[src/inc/tmrpwm_consts.vh]
// Constants for the 8-bit timer with PWM and carrier modes.
// Assumes a 32-bit APB slave with one register per aligned word.
`ifndef TMRPWM_CONSTS_VH
`define TMRPWM_CONSTS_VH

// ----------------------------------------
// Register byte offsets
// ----------------------------------------
`define TP_OFS_MODE 12'h000
`define TP_OFS_PERIOD 12'h004
`define TP_OFS_DUTY 12'h008
`define TP_OFS_CARRIER 12'h00C
`define TP_OFS_STATUS 12'h010

// ----------------------------------------
// Field positions
// ----------------------------------------
`define TP_MODE_RUN_BIT 0
`define TP_MODE_SEL_LO 1
`define TP_MODE_SEL_HI 2
`define TP_CAR_ACTIVE_BIT 0
`define TP_CAR_BUFFERED_BIT 1
`define TP_CAR_SELECT_BIT 2

// ----------------------------------------
// Mode encodings
// ----------------------------------------
`define TP_MODE_INTERVAL 2'h0
`define TP_MODE_PWM 2'h1
`define TP_MODE_CARRIER 2'h2

// ----------------------------------------
// Reset values and timing
// ----------------------------------------
`define TP_RST_BYTE 8'h00
`define TP_DUTY_SETTLE 2'h3

`endif

[src/verilog/tmrpwm_top.v]
// 8-bit timer: interval, PWM and carrier generator modes behind an APB slave.
// Assumes the count clock is CLOCK itself and the companion irq is asynchronous.
//
// Operation
// - Interval mode: period match raises interrupt and clears counter
// - Interval mode ignores duty compare completely
// - Run bit set starts counting, cleared stops it
// - PWM: period match clears counter, interrupts, output active, then compare duty
// - PWM: duty match makes output inactive, back to period, no clear
// - PWM period is N+1 clocks, active:inactive is M+1 : N-M
// - Duty write while running latched, applied at old-duty match after three clocks
// - Stopping forces interrupt and output inactive
// - Carrier: period times low width, duty times high width
// - Carrier: any match interrupts, clears, inverts, swaps compare; period first
// - Carrier output low if active enable zero; else high or carrier by select
// - Companion irq synchronised; pulse copies buffered to active enable
// - Carrier period N+M+2 clocks, high:low is M+1 : N+1
// - Carrier control resets to zero; select bit2, buffered bit1, active bit0
`timescale 1ns/10ps
`include "tmrpwm_consts.vh"

module tmrpwm_top
(
	input wire CLOCK,
	input wire RESET,
	input wire PSEL,
	input wire PENABLE,
	input wire PWRITE,
	input wire [11:0] PADDR,
	input wire [31:0] PWDATA,
	output reg [31:0] PRDATA,
	output reg PREADY,
	output reg PSLVERR,
	input wire COMPANION_COUNTER_IRQ,
	output reg TIMER_MATCH_IRQ,
	output reg TIMER_OUT_PIN
);

// ----------------------------------------
// Declarations
// ----------------------------------------
reg run_control_bit_reg;
reg [1:0] mode_reg;
reg [7:0] period_compare_reg;
reg [7:0] duty_compare_reg;
reg [7:0] duty_latch_reg;
reg duty_pending_reg;
reg [1:0] duty_age_reg;
reg carrier_select_reg;
reg buffered_output_enable_reg;
reg active_output_enable_reg;
reg [7:0] count_reg;
reg [7:0] count_next;
reg use_duty_reg;
reg use_duty_next;
reg wave_reg;
reg wave_next;
reg irq_next;
reg duty_load;
reg [31:0] rdata_next;
wire synced_gate_pulse;
wire setup_phase;
wire wr_en;
wire [7:0] cmp_value;
wire match;
reg addr_ok;

assign setup_phase = PSEL && !PENABLE;
// Write lands at the completing access edge only
assign wr_en = PSEL && PENABLE && PREADY && PWRITE;
assign cmp_value = use_duty_reg ? duty_compare_reg : period_compare_reg;
assign match = run_control_bit_reg && (count_reg == cmp_value);

// ----------------------------------------
// Companion interrupt crossing
// ----------------------------------------
// Filtered three-flop chain, one pulse per rising edge
tmrpwm_sync u_sync
(
	.clk(CLOCK),
	.rst(RESET),
	.din(COMPANION_COUNTER_IRQ),
	.pulse(synced_gate_pulse)
);

// ----------------------------------------
// Address decode
// ----------------------------------------
always @*
begin
	case (PADDR)
		`TP_OFS_MODE, `TP_OFS_PERIOD, `TP_OFS_DUTY, `TP_OFS_CARRIER, `TP_OFS_STATUS:
			addr_ok = 1'b1;
		default:
			addr_ok = 1'b0;
	endcase
end

// ----------------------------------------
// APB handshake
// ----------------------------------------
// One wait-free access: ready rises in the access cycle after setup
always @(posedge CLOCK)
begin
	if (RESET)
	begin
		PREADY <= 1'b0;
		PSLVERR <= 1'b0;
		PRDATA <= 32'h00000000;
	end
	else
	begin
		PREADY <= setup_phase;
		PSLVERR <= setup_phase && !addr_ok;
		if (setup_phase && !PWRITE)
			PRDATA <= rdata_next;
	end
end

// Read mux; unmapped addresses read zero and flag an error
always @*
begin
	rdata_next = 32'h00000000;
	case (PADDR)
		`TP_OFS_MODE:
			rdata_next = {29'h0000000, mode_reg, run_control_bit_reg};
		`TP_OFS_PERIOD:
			rdata_next = {24'h000000, period_compare_reg};
		`TP_OFS_DUTY:
			rdata_next = {24'h000000, duty_pending_reg ? duty_latch_reg : duty_compare_reg};
		`TP_OFS_CARRIER:
			rdata_next = {29'h0000000, carrier_select_reg, buffered_output_enable_reg,
				active_output_enable_reg};
		`TP_OFS_STATUS:
			rdata_next = {22'h00000, duty_pending_reg, use_duty_reg, count_reg};
		default:
			rdata_next = 32'h00000000;
	endcase
end

// ----------------------------------------
// Control and compare registers
// ----------------------------------------
// Period is software's to keep steady while running
always @(posedge CLOCK)
begin
	if (RESET)
	begin
		run_control_bit_reg <= 1'b0;
		mode_reg <= `TP_MODE_INTERVAL;
		period_compare_reg <= `TP_RST_BYTE;
		carrier_select_reg <= 1'b0;
		buffered_output_enable_reg <= 1'b0;
	end
	else if (wr_en && !PSLVERR)
	begin
		case (PADDR)
			`TP_OFS_MODE:
			begin
				run_control_bit_reg <= PWDATA[`TP_MODE_RUN_BIT];
				mode_reg <= PWDATA[`TP_MODE_SEL_HI:`TP_MODE_SEL_LO];
			end
			`TP_OFS_PERIOD:
				period_compare_reg <= PWDATA[7:0];
			`TP_OFS_CARRIER:
			begin
				carrier_select_reg <= PWDATA[`TP_CAR_SELECT_BIT];
				buffered_output_enable_reg <= PWDATA[`TP_CAR_BUFFERED_BIT];
			end
			default:
				run_control_bit_reg <= run_control_bit_reg;
		endcase
	end
end

// Master/slave enable: active copy only moves on the synced pulse
always @(posedge CLOCK)
begin
	if (RESET)
		active_output_enable_reg <= 1'b0;
	else if (synced_gate_pulse)
		active_output_enable_reg <= buffered_output_enable_reg;
end

// ----------------------------------------
// Duty latch
// ----------------------------------------
// A duty write while running waits for the old-duty match and three clocks of age
always @*
begin
	duty_load = duty_pending_reg && match && use_duty_reg && (mode_reg != `TP_MODE_INTERVAL)
		&& (duty_age_reg == `TP_DUTY_SETTLE);
end

always @(posedge CLOCK)
begin
	if (RESET)
	begin
		duty_compare_reg <= `TP_RST_BYTE;
		duty_latch_reg <= `TP_RST_BYTE;
		duty_pending_reg <= 1'b0;
		duty_age_reg <= 2'h0;
	end
	else if (wr_en && !PSLVERR && (PADDR == `TP_OFS_DUTY))
	begin
		duty_latch_reg <= PWDATA[7:0];
		// Stopped timer takes the value at once, so a restart write is effective
		if (!run_control_bit_reg)
		begin
			duty_compare_reg <= PWDATA[7:0];
			duty_pending_reg <= 1'b0;
		end
		else
		begin
			duty_pending_reg <= 1'b1;
			duty_age_reg <= 2'h0;
		end
	end
	else if (duty_load)
	begin
		duty_compare_reg <= duty_latch_reg;
		duty_pending_reg <= 1'b0;
	end
	else if (duty_pending_reg && (duty_age_reg != `TP_DUTY_SETTLE))
		duty_age_reg <= duty_age_reg + 2'h1;
end

// ----------------------------------------
// Counter and compare sequencer
// ----------------------------------------
// Next-state of counter, compare select, waveform and interrupt
always @*
begin
	count_next = count_reg + 8'h01;
	use_duty_next = use_duty_reg;
	wave_next = wave_reg;
	irq_next = 1'b0;
	if (!run_control_bit_reg)
	begin
		// Stop parks everything so the next start compares period first
		count_next = 8'h00;
		use_duty_next = 1'b0;
		wave_next = 1'b0;
	end
	else if (match)
	begin
		case (mode_reg)
			`TP_MODE_PWM:
			begin
				if (!use_duty_reg)
				begin
					count_next = 8'h00;
					irq_next = 1'b1;
					wave_next = 1'b1;
					use_duty_next = 1'b1;
				end
				else
				begin
					// Counter runs on, so period stays N+1
					wave_next = 1'b0;
					use_duty_next = 1'b0;
				end
			end
			`TP_MODE_CARRIER:
			begin
				// Low lasts N+1, high lasts M+1
				count_next = 8'h00;
				irq_next = 1'b1;
				wave_next = !wave_reg;
				use_duty_next = !use_duty_reg;
			end
			default:
			begin
				// Interval: only period compared, duty never selected
				count_next = 8'h00;
				irq_next = 1'b1;
				use_duty_next = 1'b0;
			end
		endcase
	end
end

always @(posedge CLOCK)
begin
	if (RESET)
	begin
		count_reg <= 8'h00;
		use_duty_reg <= 1'b0;
		wave_reg <= 1'b0;
	end
	else
	begin
		count_reg <= count_next;
		use_duty_reg <= use_duty_next;
		wave_reg <= wave_next;
	end
end

// ----------------------------------------
// Outputs
// ----------------------------------------
// Both outputs registered; a stopped timer drives both inactive
always @(posedge CLOCK)
begin
	if (RESET)
	begin
		TIMER_MATCH_IRQ <= 1'b0;
		TIMER_OUT_PIN <= 1'b0;
	end
	else
	begin
		TIMER_MATCH_IRQ <= irq_next && run_control_bit_reg;
		if (!run_control_bit_reg)
			TIMER_OUT_PIN <= 1'b0;
		else if (mode_reg == `TP_MODE_CARRIER)
			// Gated by the master enable and select
			TIMER_OUT_PIN <= active_output_enable_reg && (!carrier_select_reg || wave_next);
		else if (mode_reg == `TP_MODE_PWM)
			TIMER_OUT_PIN <= wave_next;
		else
			TIMER_OUT_PIN <= 1'b0;
	end
end

endmodule

[src/verilog/tmrpwm_sync.v]
// Three-stage synchroniser with agreement filter and rising-edge pulse.
// Assumes the input is asynchronous to CLOCK.
`timescale 1ns/10ps

module tmrpwm_sync
(
	input wire clk,
	input wire rst,
	input wire din,
	output reg pulse
);

reg s1_reg;
reg s2_reg;
reg s3_reg;
reg level_reg;

// ----------------------------------------
// Capture chain
// ----------------------------------------
// First stage feeds only the second; the level changes when stages two and three agree
always @(posedge clk)
begin
	if (rst)
	begin
		s1_reg <= 1'b0;
		s2_reg <= 1'b0;
		s3_reg <= 1'b0;
		level_reg <= 1'b0;
		pulse <= 1'b0;
	end
	else
	begin
		s1_reg <= din;
		s2_reg <= s1_reg;
		s3_reg <= s2_reg;
		if (s2_reg == s3_reg)
			level_reg <= s3_reg;
		pulse <= (s2_reg == s3_reg) && s3_reg && !level_reg;
	end
end

endmodule

[config.mk]
export PLATFORM = sky130hd
export DESIGN_NAME = tmrpwm_top
export DESIGN_NICKNAME = d
export VERILOG_FILES = /design/src/verilog/tmrpwm_top.v /design/src/verilog/tmrpwm_sync.v
export VERILOG_INCLUDE_DIRS = /design/src /design/src/inc
export SDC_FILE = /design/constraint.sdc
export NUM_CORES = 1
export LEC_CHECK = 0
export BUFFER_PORTS_ARGS = -buffer_cell sky130_fd_sc_hd__buf_4
export CAP_MARGIN = 20
export CORE_MARGIN = 1
export CORE_UTILIZATION = 47
export CTS_CLUSTER_DIAMETER = 200
export DETAILED_ROUTE_END_ITERATION = 7
export PLACE_DENSITY = 0.84
export SYNTH_ARGS = -nofsm -noshare
export SYNTH_HDL_FRONTEND = slang
export SYNTH_SLANG_ARGS = --single-unit
[constraint.sdc]
create_clock -name CLOCK -period 1.9 [get_ports CLOCK]
set_input_delay 0.285 -clock CLOCK [delete_from_list [all_inputs] [get_ports CLOCK]]
set_output_delay 0.285 -clock CLOCK [all_outputs]
set_load 0.05 [all_outputs]
Word level (Yosys, flattened, before mapping)
Cells that the tools add are included.
{ "classes": {"eq_ne": 13, "n_addsub": 2, "n_bitwise": 1, "mux": 27, "reduce_logical": 38} }
{ "ops": {"columns": ["operator", "n"], "rows": [
  ["$mux W8", 8],
  ["$pmux W10 S5", 1],
  ["$eq A12 B4 Y1 const B", 2],
  ["$logic_and A1 B1 Y1", 18],
  ["$eq A12 B3 Y1 const B", 1],
  ["$eq A12 B5 Y1 const B", 1],
  ["$logic_not A12 Y1", 1],
  ["$mux W1", 12],
  ["$add A8 B1 Y8 const B", 1],
  ["$eq A8 B8 Y1", 1],
  ["$logic_not A1 Y1", 8],
  ["$mux W2", 4],
  ["$reduce_and A2 Y1", 4],
  ["$ne A2 B2 Y1 const B", 3],
  ["$reduce_bool A2 Y1", 3],
  ["$reduce_or A5 Y1", 1],
  ["$eq A2 B2 Y1 const B", 2],
  ["$pmux W1 S2", 2],
  ["$reduce_and A3 Y1", 1],
  ["$add A2 B1 Y2 const B", 1],
  ["$eq A2 B1 Y1 const B", 1],
  ["$ne A2 B1 Y1 const B", 1],
  ["$reduce_or A2 Y1", 1],
  ["$eq A1 B1 Y1", 1],
  ["2 further kinds", 2]
]} }
{ "word_totals": {"register_bits": 84, "out_inout_bits": 36, "inputBits": 50} }

Logic depth before layout (Yosys ltp)
{ "logic_depth": {"ltp_word": 9, "mapped_depth": 8, "mapped_depth_nobuf": 6} }

Modules after synthesis
Synthesis repeated with hierarchy kept, for this count alone.
{ "unflattened": {"hier_cells": 340, "hier_area_um2": 3115.5} }
{ "modules_own_cells": {"columns": ["mod", "cells_per_inst", "area_each_um2", "instances", "seq_area_each_um2"], "rows": [
  ["tmrpwm_top", 328, 2957.8, 1, 1141.1],
  ["tmrpwm_sync", 12, 157.7, 1, 100.1]
]} }

Least setup slack after synthesis
OpenSTA, ideal clock, no wires.
{ "synth_path": {"path_type": "register to register", "startpoint": "reg PREADY", "endpoint": "reg duty_compare_reg[0]", "arrival_ns": 2.027, "path_slack_ns": -0.247, "t_required_ns": 1.779, "synth_period_minus_slack_ns": 2.147, "path_stages_with_launch": 7, "path_buffers": 0, "setup_ns": 0.121, "path_cell_list": "dfxtp_1 -> nand4_1 -> or2_2 -> nor2_2 -> nor2_1 -> a31oi_2 -> mux2_2"} }
{ "synth_via": {"elab_chain_cells": 6, "word_cells_on_any_way": 8, "cone_classes": "eq/ne (1); mux (1); reduce/logical (6)"} }
{ "synth_lines": {"columns": ["element", "line_no", "text"], "rows": [
  ["start: declaration", "tmrpwm_top.v:32", "output reg PREADY,"],
  ["start signal: assignment", "tmrpwm_top.v:113", "PREADY <= setup_phase;"],
  ["$logic_and A1 B1 Y1 (*) (2 in series)", "tmrpwm_top.v:70", "assign wr_en = PSEL && PENABLE && PREADY && PWRITE;"],
  ["$logic_and A1 B1 Y1 (*) (2 in series)", "tmrpwm_top.v:204", "else if (wr_en && !PSLVERR && (PADDR == `TP_OFS_DUTY))"],
  ["$ne A2 B2 Y1 (no line) / $reduce_bool A2 Y1 (equally long branches)", null, null],
  ["$reduce_and A2 Y1 (no line)", null, null],
  ["end signal: assignment", "tmrpwm_top.v:199", "duty_compare_reg <= `TP_RST_BYTE;"],
  ["end signal: assignment", "tmrpwm_top.v:210", "duty_compare_reg <= PWDATA[7:0];"],
  ["end signal: assignment", "tmrpwm_top.v:221", "duty_compare_reg <= duty_latch_reg;"],
  ["end: declaration", "tmrpwm_top.v:45", "reg [7:0] duty_compare_reg;"]
]} }
Every way passes the cells marked *; elsewhere a longest branch is shown, timed or not.
A chain may end at the register's enable or synchronous reset.

Final worst setup path
{ "layout_path": {"startpoint": "reg use_duty_reg", "endpoint": "reg use_duty_reg"} }
{ "layout_via": {"elab_chain_cells": 3, "word_cells_on_any_way": 6, "cone_classes": "eq/ne (1); mux (3); reduce/logical (2)"} }
{ "layout_lines": {"columns": ["element", "line_no", "text"], "rows": [
  ["start: declaration", "tmrpwm_top.v:54", "reg use_duty_reg;"],
  ["start signal: assignment", "tmrpwm_top.v:294", "use_duty_reg <= use_duty_next;"],
  ["$mux W8", "tmrpwm_top.v:71", "assign cmp_value = use_duty_reg ? duty_compare_reg : period_compare_reg;"],
  ["$eq A8 B8 Y1", "tmrpwm_top.v:72", "assign match = run_control_bit_reg && (count_reg == cmp_value);"],
  ["$logic_and A1 B1 Y1", "tmrpwm_top.v:72", null]
]} }
Several ways; a longest one is shown, not always the timed one.

==> summary.md <==
| Metric | Value |
|---|---|
| Main flop type after synthesis | dfxtp_1 |
| Status | finished, violations left |
| Final Setup Violations | 19 |
| Post-route setup slack | -0.148 ns |
| Crit path from | use_duty_reg$_SDFFE_PP0N_ |
| Largest net degree at the start of global routing | 28 |
| Die span in y | 83.4 microns |
| Yosys warnings | 0 |
| CP Max Fanout | 7 |
| Avg Inst Size Synth | 8.84 sq um |
| Gr ovfl total | 0 |
| Fin Hold WS | 0.156 ns |
| Vias | 2766 |
| Unrepaired setup endpoints after global routing | yes |
| Worst flop-to-flop path startpoint | use_duty_reg$_SDFFE_PP0N_ |
| Post-route ant nets | 0 |
| CTS tree | done |
| Crit-path max cell delay | 0.41 ns |
| Final hold vios | 0 |
| H-Tree Depth | 3 |
| EDFF count, synth | 0 |
| GP Congestion | 0.828 |
| Worst VDD drop | 446 uV |
| Min-delay worst type | primary input to flip-flop |
| Clock Skew | 0.00806 ns |
| Crit-path slowest cell | dfxtp_4 |
| Syn Inst Count | 352 |
| CP Capture Type | flip-flop |
| Most common cell after layout, fill and taps aside | buf_4 |
| Drt drc | 0 |
| First-pass GRT wire length | 12.6 mm |
| Area taken by multi-input logic gates | 0.00179 sq mm |
| Top reg by flops | PRDATA |
| Port Buf Inserts | 39 |
| Pwr dens | 673 mW/mm^2 |
| Post-Route WL | 7.81 mm |
| Violated checks | negative setup slack |
| Initial Util | 48.7% |
| Hold-critical path depth | 2 |
| Worst-Skew Late Latency | 0.35 ns |
| Root buffer cell | clkbuf_8 |
| Die area | 0.00695 sq mm |
| Fillers | 492 |
| Std-Cell Rows | 29 |
| Clk buf depth | 2 |
| Most frequent cells in the layout | buf_4 (75), dfxtp_1 (60), nand2_1 (38) |
| P&R area growth vs syn | 28.3% |
| Die Width | 83.4 microns |
| Max FFs per register | 10 |
| DRT Pass-1 Iters | 5 |
| Slew Limit Fails | 0 |
| Crit path DAT | 2.34 ns |
| Nets | 481 |
| Share of cells above drive strength 1 | 30.7% |
| Startpoint Class | flip-flop |
| Max Cap Violations | 0 |
| Cell Area, Synth | 0.00311 sq mm |
| Fin crit period | 2.05 ns |
| CTS Sinks | 62 |
| Critical path class | flip-flop to flip-flop |
| Worst EP required | 2.19 ns |
| FFs w/ async S/R, synth | 0% |
| Antenna violations before repair | 0 |
| Register bit count reported by yosys | 62 |
| Fin crit share | 108% |
| TNS Setup | -1.46 ns |
| Static leakage power | 1.56 nW |
| GRT Overall Usage | 23.2% |
| DP Wirelength | 5.22 mm |
| Antenna Diode Count | 0 |
| Sequence of cells on the critical path | mux2i_1 > mux2_4 > nor4_4 > buf_4 > nand2_4 > or3_4 > a21oi_2 |
| Vias per std cell | 5.46 |
| Count of cell types in the netlist | 46 |
| I/O Pins | 86 |
| Max frequency | 0.488 GHz |
| CTS Buf Count | 9 |
| Reg2Reg Depth | 7 |
| Wire per inst | 15.4 microns |
| Clock transition at the registers of the reported paths | 0.08 ns |
| Seq/Total Area, Yosys | 39.9% |
| Min-delay src | COMPANION_COUNTER_IRQ |
| Area of all sequential standard cells | 0.00125 sq mm |
| Core area | 0.00639 sq mm |
| Vias in the first global route | 2754 |
| Iter 0 DRT Violations | 194 |
==> report_power, final <==
group          total, mW  switching, mW  leakage [nW]  internal, mW
Sequential          1.30        0.00201         0.501          1.30
Combinational      0.207          0.154         0.961        0.0536
Clock               1.18          0.561        0.0931         0.614
==> Yosys cell counts, types with 3 or more instances <==
cell type   n  area, sq um
dfxtp_1    62         1240
nand2_1    38          143
nor2_1     36          135
mux2i_1    32          320
buf_4      23          173
a21oi_1    22          110
o21ai_0    17         85.1
nor2b_1    13         81.3
clkbuf_1   11         41.3
xnor2_1    10         87.6
inv_1       8         30.0
mux2_2      8         90.1
nand3_1     7         35.0
ha_1        6         75.1
nor3_1      6         30.0
a221oi_1    5         43.8
o22ai_1     4         25.0
nand2b_1    3         18.8
nand4_1     3         18.8
or3_1       3         18.8
xor2_1      3         26.3
==> final timing paths <==
path	to	slack [ns]
max reg2reg	use_duty_reg$_SDFFE_PP0N_	-0.15
min	u_sync.s1_reg$_SDFF_PP0_	0.16
max	use_duty_reg$_SDFFE_PP0N_	-0.15
min reg2reg	u_sync.pulse$_SDFF_PP0_	0.43
==> per-stage QoR <==
| stage | setup slack (ns) | power (mW) | instance area, sq um | std cells | utilization, % |
|---|---|---|---|---|---|
| after CTS | -0.0840 | 2.69 | 3900 | 508 | 61.1 |
| after floorplan | -0.0206 | 1.51 | 3200 | 373 | - |
| after global placement | -0.170 | 1.54 | 3600 | 485 | 56.4 |
| after global routing | -0.197 | 2.76 | 3990 | 507 | 62.5 |
| after detailed placement | -0.201 | 1.54 | 3600 | 485 | 56.4 |
| final | -0.148 | 2.69 | 3990 | 507 | 62.5 |
==> per-layer routing <==
layer  wire (microns)  share of wire, %  global-route usage, %  vias to the layer above
met5                0                 0                      0                        -
met4              202               2.6                   11.0                        0
met3              444               5.7                   6.76                       29
met2             3930                50                   40.5                      126
met1             3230                41                   25.9                     1307
li1                 -                 -                      -                     1304
==> layout make-up <==
class | instances | share of cell area [%]
tap | 77 | 2.41
sequential | 62 | 31.2
multi-input combinational | 264 | 44.9
inverter | 8 | 0.752
clock inverter | 6 | 1.79
clock buffer | 10 | 3.20
timing repair buffer | 80 | 15.7
==> critical path: cells and delay by family (launching register included) <==
family	cells	cell delay, ns
AO/OA/AOI/OAI	1	0.13
buffers and inverters	1	0.19
multiplexers	2	0.65
flip-flops	1	0.41
AND/OR/NAND/NOR	3	0.60
==> repair_timing <==
| item | 4_1_cts | 5_1_grt |
|---|---|---|
| setup buffers | 7 | 1 |
| hold endpoints to repair | 0 | 0 |
| endpoints found under the setup margin | 21 | 21 |
| hold buffers | 0 | 0 |
| pin swaps | 8 | 11 |
| resized for setup | 7 | 22 |
| gates cloned | 0 | 0 |
==> kinds of logic (layout without fill, tap and decap cells) <==
| logic type | count (synthesis) | count (layout) | share of synthesized area, % |
|---|---|---|---|
| and+or+nand+nor | 127 | 127 | 20.8 |
| DFF | 62 | 62 | 39.9 |
| muxes | 41 | 41 | 13.7 |
| AOI/OAI and AO/OA | 55 | 55 | 10.4 |
| adders and majority gates | 6 | 6 | 2.41 |
| other | 1 | 22 | 0.121 |
| buffers and inverters | 47 | 104 | 9.01 |
| xor gates and xnor gates | 13 | 13 | 3.66 |
Power figures use the tool's default switching activity.
